File: src/core/aaat_pkg.sv
// Purpose: shared constants and types for the bus arbiter and access timer
// Assumes: seven masters, fixed priority, system clock only
// Notes:   region codes come from the top address nibble
package aaat_pkg;
    localparam int NUM_MASTERS      = 7;
    localparam int MASTER_IDX_W     = 3;
    // master indices, higher index wins
    localparam logic [2:0] M_PROC   = 3'h0;
    localparam logic [2:0] M_CRC    = 3'h1;
    localparam logic [2:0] M_SPW    = 3'h2;
    localparam logic [2:0] M_UART   = 3'h3;
    localparam logic [2:0] M_GNSS   = 3'h4;
    localparam logic [2:0] M_MIL    = 3'h5;
    localparam logic [2:0] M_DEBUG  = 3'h6;
    // region address nibble upper bounds and codes
    localparam logic [3:0] NIB_PROM_HI  = 4'h1;
    localparam logic [3:0] NIB_IO_HI    = 4'h3;
    localparam logic [3:0] NIB_RAM_HI   = 4'h7;
    localparam logic [3:0] NIB_APB      = 4'h8;
    localparam logic [3:0] NIB_DEBUG    = 4'h9;
    localparam logic [3:0] NIB_GNSS     = 4'hA;
    localparam logic [3:0] NIB_FFT      = 4'hB;
    // fft control register offset inside its region
    localparam logic [27:0] FFT_CTRL_OFFSET = 28'h0000000;
    // timing
    localparam logic [5:0] EXT_BASE_CYCLES  = 6'h02;
    localparam logic [4:0] PROM_WS_MAX      = 5'h1E;
    localparam logic [3:0] IO_WS_MAX        = 4'hF;
    localparam logic [2:0] RAM_WS_MAX       = 3'h4;
    localparam logic [5:0] APB_CYCLES       = 6'h02;
    localparam logic [5:0] FFT_MEM_CYCLES   = 6'h02;
    localparam logic [5:0] FFT_CTRL_CYCLES  = 6'h01;
    localparam logic [5:0] DEBUG_CYCLES     = 6'h02;
    localparam logic [3:0] ECC8_ACCESSES    = 4'h5;
    localparam logic [3:0] RMW8_ACCESSES    = 4'hA;
    localparam logic [3:0] RMW32_ACCESSES   = 4'h2;
    // size codes
    localparam logic [1:0] SIZE_BYTE = 2'h0;
    localparam logic [1:0] SIZE_HALF = 2'h1;
    localparam logic [1:0] SIZE_WORD = 2'h2;

    typedef enum logic [3:0] {
        RG_PROM  = 4'h0,
        RG_IO    = 4'h1,
        RG_RAM   = 4'h2,
        RG_FIX   = 4'h3,
        RG_GNSS  = 4'h4,
        RG_NONE  = 4'h5
    } aaat_region_e;

    typedef struct packed {
        logic [31:0] addr;
        logic [1:0]  size;
        logic        write;
        logic [3:0]  beats;
    } aaat_req_s;

    typedef struct packed {
        logic [4:0] prom_ws;
        logic [3:0] io_ws;
        logic [2:0] ram_ws;
        logic       prom_wide;
        logic       ram_wide;
        logic       ecc_on;
        logic       prom_ready_en;
        logic       io_ready_en;
    } aaat_cfg_s;
endpackage

File: src/core/aaat_access_timer.sv
// Purpose: counts out one bus transfer's duration in system clock cycles
// Assumes: start pulses only while idle
// Notes:   gnss done comes from the core clock crossing, already synchronised
`timescale 1ns/1ps
`default_nettype none
module aaat_access_timer (
    input  wire logic                 clk,
    input  wire logic                 arst_n,
    input  wire logic                 start,
    input  wire aaat_pkg::aaat_req_s  req,
    input  wire aaat_pkg::aaat_cfg_s  cfg,
    input  wire logic                 ready_in,
    input  wire logic                 gnss_done,
    output logic                      busy,
    output logic                      done
);
    logic [3:0]  region_nib;
    logic [5:0]  ext_len;
    logic [5:0]  fixed_len;
    logic [3:0]  ext_count;
    logic        is_prom;
    logic        is_io;
    logic        is_ram;
    logic        is_gnss;
    logic        narrow;
    logic        rmw;
    logic        use_ready;
    logic        is_ext;
    logic [5:0]  cyc_q;
    logic [5:0]  cyc_d;
    logic [3:0]  acc_q;
    logic [3:0]  acc_d;
    logic [5:0]  len_q;
    logic        ext_q;
    logic        gnss_q;
    logic        rdy_q;
    logic        busy_q;
    logic        last_cyc;
    logic        cycle_end;
    logic        finish;

    assign region_nib = req.addr[31:28];
    assign is_prom    = region_nib <= aaat_pkg::NIB_PROM_HI;
    assign is_io      = !is_prom && region_nib <= aaat_pkg::NIB_IO_HI;
    assign is_ram     = !is_prom && !is_io && region_nib <= aaat_pkg::NIB_RAM_HI;
    assign is_gnss    = region_nib == aaat_pkg::NIB_GNSS;
    assign is_ext     = is_prom || is_io || is_ram;
    // wait states plus two per external access
    assign ext_len    = aaat_pkg::EXT_BASE_CYCLES + (is_prom ? {1'b0, cfg.prom_ws} :
                        is_io ? {2'b00, cfg.io_ws} : {3'b000, cfg.ram_ws});
    assign use_ready  = is_prom ? cfg.prom_ready_en : (is_io ? cfg.io_ready_en : 1'b0);
    assign narrow     = is_prom ? !cfg.prom_wide : !cfg.ram_wide;
    assign rmw        = is_ram && cfg.ecc_on && req.write && req.size != aaat_pkg::SIZE_WORD;
    // io always one external access
    assign ext_count  = is_io ? 4'h1 :
                        rmw ? (narrow ? aaat_pkg::RMW8_ACCESSES : aaat_pkg::RMW32_ACCESSES) :
                        (cfg.ecc_on && narrow && req.size == aaat_pkg::SIZE_WORD
                         && (is_ram || !req.write)) ? aaat_pkg::ECC8_ACCESSES : 4'h1;
    assign fixed_len  = region_nib == aaat_pkg::NIB_APB ? aaat_pkg::APB_CYCLES :
                        region_nib == aaat_pkg::NIB_FFT ?
                        (req.addr[27:0] == aaat_pkg::FFT_CTRL_OFFSET ? aaat_pkg::FFT_CTRL_CYCLES
                         : aaat_pkg::FFT_MEM_CYCLES) : aaat_pkg::DEBUG_CYCLES;

    assign last_cyc   = cyc_q >= len_q - 6'h01;
    assign cycle_end  = last_cyc && (!ext_q || !rdy_q || ready_in);
    // gnss length set by the crossing handshake
    assign finish     = busy_q && (gnss_q ? gnss_done : (cycle_end && (!ext_q || acc_q <= 4'h1)));
    assign cyc_d      = start ? 6'h00 : (cycle_end ? 6'h00 : cyc_q + 6'h01);
    assign acc_d      = start ? ext_count : (cycle_end ? acc_q - 4'h1 : acc_q);

    always_ff @(posedge clk or negedge arst_n) begin
        if (!arst_n) begin
            cyc_q  <= 6'h00;
            acc_q  <= 4'h0;
            len_q  <= 6'h01;
            ext_q  <= 1'b0;
            gnss_q <= 1'b0;
            rdy_q  <= 1'b0;
            busy_q <= 1'b0;
            done   <= 1'b0;
        end else begin
            done <= finish;
            if (start) begin
                busy_q <= 1'b1;
                len_q  <= is_ext ? ext_len : fixed_len;
                ext_q  <= is_ext;
                gnss_q <= is_gnss;
                rdy_q  <= use_ready;
            end else if (finish) begin
                busy_q <= 1'b0;
            end
            if (busy_q || start) begin
                cyc_q <= cyc_d;
                acc_q <= acc_d;
            end
        end
    end
    assign busy = busy_q;
endmodule
`default_nettype wire

File: src/core/aaat_arbiter.sv
// Purpose: fixed priority bus arbiter with burst lock and access timing
// Assumes: one system clock, bus ready pin asynchronous
// Notes:   transfer done pulses one cycle after the last timed cycle
`timescale 1ns/1ps
`default_nettype none
module aaat_arbiter #(
    parameter int NUM_M = aaat_pkg::NUM_MASTERS
) (
    input  wire logic                 REF_CLK,
    input  wire logic                 ARST_N,
    input  wire logic [NUM_M-1:0]     REQ,
    input  wire aaat_pkg::aaat_req_s  REQ_INFO [NUM_M],
    input  wire aaat_pkg::aaat_cfg_s  CFG,
    input  wire logic                 BUS_READY_IN_N,
    input  wire logic                 GNSS_ACK,
    output logic [NUM_M-1:0]          GRANT,
    output logic [2:0]                OWNER,
    output logic                      BEAT_DONE,
    output logic                      BURST_ACTIVE
);
    typedef enum logic [2:0] {
        ST_IDLE = 3'b001,
        ST_XFER = 3'b010,
        ST_GAP  = 3'b100
    } aaat_state_e;

    aaat_state_e          state_q;
    aaat_state_e          state_d;
    logic [2:0]           owner_q;
    logic [2:0]           winner;
    logic                 any_req;
    logic [3:0]           beats_q;
    logic                 start;
    logic                 t_done;
    logic                 rdy_s1_q;
    logic                 rdy_s2_q;
    logic                 gack_s1_q;
    logic                 gack_s2_q;
    logic                 gack_s3_q;
    logic                 gnss_done;
    logic                 burst_more;
    aaat_pkg::aaat_req_s  cur_req;
    aaat_pkg::aaat_req_s  req_q;
    logic [NUM_M-1:0]     grant_d;

    // highest index wins
    always_comb begin
        winner = 3'h0;
        for (int i = 0; i < NUM_M; i++) begin
            if (REQ[i]) begin
                winner = 3'(i);
            end
        end
    end
    assign any_req    = |REQ;
    // owner kept for all beats, no pre-emption
    assign burst_more = beats_q > 4'h1;
    assign cur_req    = REQ_INFO[owner_q];
    assign start      = state_q == ST_GAP;
    // gnss ack is a level toggle from the core domain
    assign gnss_done  = gack_s2_q ^ gack_s3_q;
    // straight off the timer's done flop: a master sees it before re-arbitration
    assign BEAT_DONE  = t_done;

    generate
        for (genvar g = 0; g < NUM_M; g++) begin : g_grant
            assign grant_d[g] = (state_d != ST_IDLE) && (state_d == ST_XFER ? owner_q :
                                (burst_more && state_q == ST_XFER ? owner_q : winner)) == 3'(g);
        end
    endgenerate

    always_comb begin
        state_d = state_q;
        unique case (state_q)
            ST_IDLE: begin
                if (any_req) begin
                    state_d = ST_GAP;
                end
            end
            ST_GAP: begin
                state_d = ST_XFER;
            end
            ST_XFER: begin
                if (t_done) begin
                    state_d = (burst_more || any_req) ? ST_GAP : ST_IDLE;
                end
            end
        endcase
    end

    always_ff @(posedge REF_CLK or negedge ARST_N) begin
        if (!ARST_N) begin
            rdy_s1_q  <= 1'b0;
            rdy_s2_q  <= 1'b0;
            gack_s1_q <= 1'b0;
            gack_s2_q <= 1'b0;
            gack_s3_q <= 1'b0;
        end else begin
            rdy_s1_q  <= !BUS_READY_IN_N;
            rdy_s2_q  <= rdy_s1_q;
            gack_s1_q <= GNSS_ACK;
            gack_s2_q <= gack_s1_q;
            gack_s3_q <= gack_s2_q;
        end
    end

    always_ff @(posedge REF_CLK or negedge ARST_N) begin
        if (!ARST_N) begin
            state_q      <= ST_IDLE;
            owner_q      <= 3'h0;
            beats_q      <= 4'h0;
            req_q        <= '0;
            GRANT        <= '0;
            OWNER        <= 3'h0;
            BURST_ACTIVE <= 1'b0;
        end else begin
            state_q   <= state_d;
            GRANT     <= grant_d;
            if ((state_q == ST_IDLE && any_req) || (state_q == ST_XFER && t_done)) begin
                if (burst_more && state_q == ST_XFER) begin
                    beats_q <= beats_q - 4'h1;
                    req_q   <= cur_req;
                end else begin
                    owner_q <= winner;
                    beats_q <= REQ_INFO[winner].beats;
                    req_q   <= REQ_INFO[winner];
                end
            end
            // owner moves with the grant, so the two never disagree
            OWNER        <= ((state_q == ST_IDLE && any_req) || (state_q == ST_XFER && t_done && !burst_more)) ?
                            winner : owner_q;
            BURST_ACTIVE <= state_d != ST_IDLE && beats_q > 4'h1;
        end
    end

    // too little to gain by splitting the timer per region
    aaat_access_timer u_timer (
        .clk       (REF_CLK),
        .arst_n    (ARST_N),
        .start     (start),
        .req       (req_q),
        .cfg       (CFG),
        .ready_in  (rdy_s2_q),
        .gnss_done (gnss_done),
        .busy      (),
        .done      (t_done)
    );
endmodule
`default_nettype wire

File: config.mk
export PLATFORM = sky130hd
export DESIGN_NAME = aaat_arbiter
export DESIGN_NICKNAME = d
export VERILOG_FILES = /design/src/core/aaat_pkg.sv /design/src/core/aaat_access_timer.sv /design/src/core/aaat_arbiter.sv
export SDC_FILE = /design/constraint.sdc
export NUM_CORES = 1
export LEC_CHECK = 0
export ABC_AREA = 1
export BUFFER_PORTS_ARGS = -buffer_cell sky130_fd_sc_hd__buf_4
export CORE_MARGIN = 2
export CORE_UTILIZATION = 30
export DETAILED_ROUTE_END_ITERATION = 6
export GPL_TIMING_DRIVEN = 0
export RECOVER_POWER = 50
export SYNTH_ARGS = -nofsm -noshare
export SYNTH_HDL_FRONTEND = slang
export SYNTH_HIERARCHICAL = 1
export SYNTH_SLANG_ARGS = --single-unit
File: constraint.sdc
create_clock -name REF_CLK -period 2.1 [get_ports REF_CLK]
set_clock_uncertainty 0.2 [all_clocks]
set_input_delay 0.315 -clock REF_CLK [delete_from_list [all_inputs] [get_ports REF_CLK]]
set_output_delay 0.315 -clock REF_CLK [all_outputs]
set_load 0.05 [all_outputs]
* Word level (Yosys, flattened, before mapping)
Cells that the tools add are included.
Operators by class: add/sub/neg operators 5, order comparisons 8, equal/unequal tests 16, muxes and demuxes 41, bitwise operators 3, reduce and logical (&&, ||, !) cells 49
Operators by type and width (number):
- $bmux 39 s3 | 2
- $mux 39 | 5
- $mux 6 | 6
- $mux 3 | 10
- $logic_not 28->1 | 1
- $mux 4 | 7
- $logic_and 1x1->1 | 24
- $eq 3x2->1 const B | 4
- $eq 3x3->1 const B | 4
- $eq 4x4->1 const B | 3
- $logic_or 1x1->1 | 10
- $logic_not 1->1 | 9
- $pmux 3 s3 | 1
- $ge 4x4->1 const B | 2
- $le 4x1->1 const B | 2
- $not 3->4 | 2
- $sub 4x1->4 const B | 2
- $mux 1 | 7
- $reduce_or 7->1 | 1
- $add 2x6->6 const A | 1
- $add 6x1->6 const B | 1
- $eq 3x1->1 const B | 2
- $ge 6x6->1 | 1
- $mux 2 | 3
- 11 further kinds | 12
Word-level totals: bits in registers 82, input port bits 301, output and inout port bits 12, logic and storage cells 144

* Depth between registers and ports, before layout
depth in word-level cells 12, depth in mapped cells 15, gate-level depth less buffers 15

* Cells and area by module
The synthesis kept the hierarchy.
By module, submodules not included:
- aaat_arbiter | times used 1, cells an instance 1591, area an instance 8401.8 µm², seq. area each 1627.8 µm²
- aaat_access_timer | times used 1, cells an instance 232, area an instance 1586.5 µm², seq. area each 526.8 µm²

* Worst setup path before layout
Ideal clock, no wire load.
kind reg-to-reg, start point register u_timer.len_q[0], end point register u_timer.acc_q[0], library setup time 0.117 ns, arrival time 1.948 ns, data required time 1.783 ns, path slack -0.164 ns, cell stages (with the launch flop) 16, path buffers 0, clock period less this slack 2.264 ns, cells stage by stage dfstp_2 inv_1 ha_1 nand3_1 xnor2_1 inv_1 ha_1 nand2_1 nor2_1 nand2_1 nand2_1 nand2_1 nand2_2 nand2_1 nand2_1 nand2_1
On the way: cells in the longest elaborated chain, start to end 5
RTL lines:
- from (decl) | line aaat_access_timer.sv:33 | logic [5:0] len_q;
- from (signal assigned) | line aaat_access_timer.sv:85 | len_q <= is_ext ? ext_len : fixed_len;
- $sub 6x1->6 | line aaat_access_timer.sv:64 | assign last_cyc = cyc_q >= len_q - 6'h01;
- $ge 6x6->1 | line aaat_access_timer.sv:64
- $logic_and 1x1->1 | line aaat_access_timer.sv:65 | assign cycle_end = last_cyc && (!ext_q || !rdy_q || ready_in);
- $reduce_bool 2->1 (no source line)
- $reduce_and 2->1 (no source line)
- to (signal assigned) | line aaat_access_timer.sv:74 | acc_q <= 4'h0;
- to (signal assigned) | line aaat_access_timer.sv:94 | acc_q <= acc_d;
- to (decl) | line aaat_access_timer.sv:31 | logic [3:0] acc_q;
Every way passes these cells. A chain may end at the register's enable or synchronous reset.

* Worst setup path in the final report
start point register u_timer.len_q[0], end point register u_timer.acc_q[3]
The elaborated chain is that of the path after synthesis.

==> flow_metrics.py <==
metrics = {
    "clock_network": {
        "cts_tree": "done",
        "clock_sinks": 82,
        "clk_pin_slew_ns": 0.07,
        "cts.root.buffer_cell": "clkbuf_16",
        "htree_num_levels": 3,
        "cts_buffers": 9,
        "cts_buffer_depth": 2,
        "clk_latency_ns": 0.36,
    },
    "floorplanning": {
        "coreArea_mm2": 0.0316,
        "die_area_mm2": 0.0335,
        "fp-row-count": 65,
        "io_pins": 313,
        "start_util_pct": 30.5,
        "die_h_um": 183,
        "die_x_um": 183,
    },
    "power_and_ir_drop": {
        "p_total_w": 0.00551,
        "powerDensity_mw_per_mm2": 388,
        "leakage_nw": 7.34,
        "ir_worst_vdd_mv": 0.360,
    },
    "worst_setup_path": {
        "rrSetupSlack_ns": -0.16,
        "cp_cell_sequence": "inv_4 -> ha_4 -> nand3_2 -> xnor2_1 -> inv_1 -> ha_4 -> nand2_2 -> nor2_1 -> nand2_1 -> nand2_2 -> nand2_4 -> nand2_4 -> nand2_4 -> nand2_1 -> nand2_1",
        "critPathKind": "reg -> reg",
        "path_depth": 15,
        "arrival_ns": 2.31,
        "cp_slowest_cell": "dfstp_2",
        "cp-end-kind": "flip-flop",
        "critical_path.max_fanout": 5,
        "required_ns": 2.15,
        "max_stage_delay_ns": 0.54,
        "rr_endpoint": "u_timer/acc_q[3]",
        "cp-start-kind": "flip-flop",
        "r2r_start": "u_timer/len_q[0]",
        "cp_top_family": "simple AND/OR/NAND/NOR gates",
        "cp.buffers_inverters": 2,
        "r2r.worst_path.cells": 15,
    },
    "drt": {
        "routed_via_density": 5.31,
        "drt_wl_total_mm": 47.9,
        "drc": 0,
        "wl_per_cell_um": 19.0,
        "num_vias": 13400,
        "antenna_left": 0,
        "firstDrtPassIters": 7,
        "first_iter_violations": 1217,
    },
    "sta": {
        "layout_setup_ws_ns": -0.158,
        "whs_ns": -0.0105,
        "rsz0062_at_grt": "true",
        "hold_viol_final": 7,
        "slew_headroom_pct": 16.8,
        "setup_viol": 28,
        "worst_pin_slew_ns": 1.25,
        "fin_setup_tns_ns": -1.86,
        "max_freq_ghz": 0.443,
        "period_minus_slack_ns": 2.26,
        "slew_viol_final": 0,
        "period_share_pct": 108,
    },
    "layout": {
        "area_growth_pct": 47.7,
        "drive_above_1_share_pct": 30.4,
        "nNetsFinal": 2433,
        "fillers": 3386,
        "utilization_pct": 45.1,
    },
    "global_routing": {
        "grt_pass1_vias": 12600,
        "grt_pass1_wl_mm": 69.8,
        "overflow": 0,
        "grt_max_degree": 83,
        "antenna_found_initial": 3,
        "grt_usage_pct": 27.2,
    },
    "placed_design": {
        "port_buffers": 312,
        "preCtsSetupSlack_ns": -0.370,
        "hpwl_mm": 36.5,
        "gp_congestion": 0.932,
    },
    "flow_run": {
        "maxCapViolCount": 0,
    },
    "synth": {
        "netlist_instances": 1759,
        "syn_area_mm2": 0.00962,
        "syn_nets": 2073,
        "postSynthAreaPerCell_um2": 5.47,
        "yosysWarnings": 6,
    },
    "hold_path": {
        "hp-class": "in -> async",
    },
    "outcome": {
        "violations": "negative hold slack, negative setup slack",
        "status": "finished, violations left",
    },
}
cell usage in the layout (no fill, tap or decap), types with 13 or more instances in the layout:
cell	instances
buf_4	340
nor2_4	13
dfrtp_1	78
nand2_4	23
nand3b_1	36
nand2_1	434
nand3_1	140
nor2_1	181
inv_2	14
o21ai_1	24
clkbuf_1	21
clkbuf_16	13
nand2_2	17
o21ai_0	134
nand3_2	45
inv_1	196
a21oi_2	14
nor2_2	39
clkbuf_2	24
buf_2	30
a21oi_1	180
clkbuf_4	16
worst max path at each step:
stage	from	endpoint	slack, ns
6_report	u_timer/len_q[0]	u_timer/acc_q[3]	-0.16
5_1_grt	u_timer/len_q[2]	u_timer/busy	-0.26
4_1_cts	u_timer/len_q[0]	u_timer/acc_q[3]	-0.16
3_5_place_dp	REQ[4]	req_q[24]	-0.37
3_3_place_gp	REQ[6]	req_q[15]	-0.32
2_1_floorplan	u_timer/len_q[0]	u_timer/acc_q[3]	-0.01
worst reg2reg max path: cells and delay by family (launching register included):
kind                     cells  cell delay (ns)
buffers and inverters        2             0.12
flip-flops                   1             0.54
AND/OR/NAND/NOR             10             0.76
adder cells (fa/ha/maj)      2             0.41
XOR/XNOR                     1             0.11
report_power, final:
group          internal, W  total (W)  switching [W]
logic             0.000943    0.00215        0.00121
clock network     0.000835    0.00162       0.000788
registers          0.00167    0.00174      0.0000662
stage by stage:
step	hold slack [ns]	instance area, um^2	cells
finish	-0.0105	14200	2528
global route	0.0671	14200	2528
CTS	0.0182	13100	2502
detailed placement	0.136	12500	2473
global placement	0.138	12500	2473
floorplan	-0.181	9660	1759
timing repair:
| action | CTS | global route |
|---|---|---|
| gates cloned | 2 | 5 |
| endpoints found under the setup margin | 61 | 70 |
| endpoints found under the hold margin | 2 | 0 |
| buffers inserted | 10 | 19 |
| resized for setup | 55 | 251 |
| pin swaps | 13 | 133 |
| hold buffers | 2 | 0 |
routing by layer:
layer  vias to the layer above  wire length (um)  track usage (%)
met2                       715             22800             45.6
met3                       125              3660             4.43
met5                         -                 0                0
li1                       6341                 -                -
met1                      6247             19500             34.5
met4                         0              2000             11.9
flip-flops by register name, summed over array words and instances (netlist names), 3 cells and up:
name           count
u_timer/acc_q      4
beats_q            4
u_timer/len_q      6
OWNER              3
GRANT              7
state_q            3
req_q             35
u_timer/cyc_q      6
owner_q            3
area by class of cell:
cell class,count,area (um^2),share of cell area [%]
multi-input combinational,1343,7010,49.3
timing repair buffer,349,2800,19.7
sequential,82,2060,14.5
inverter,213,812,5.71
buffer,121,734,5.17
tap,402,503,3.54
clock buffer,9,225,1.58
clock inverter,7,67.6,0.475
antenna,2,5.00,0.0352
Note: power is estimated with default switching activity, not from simulation.
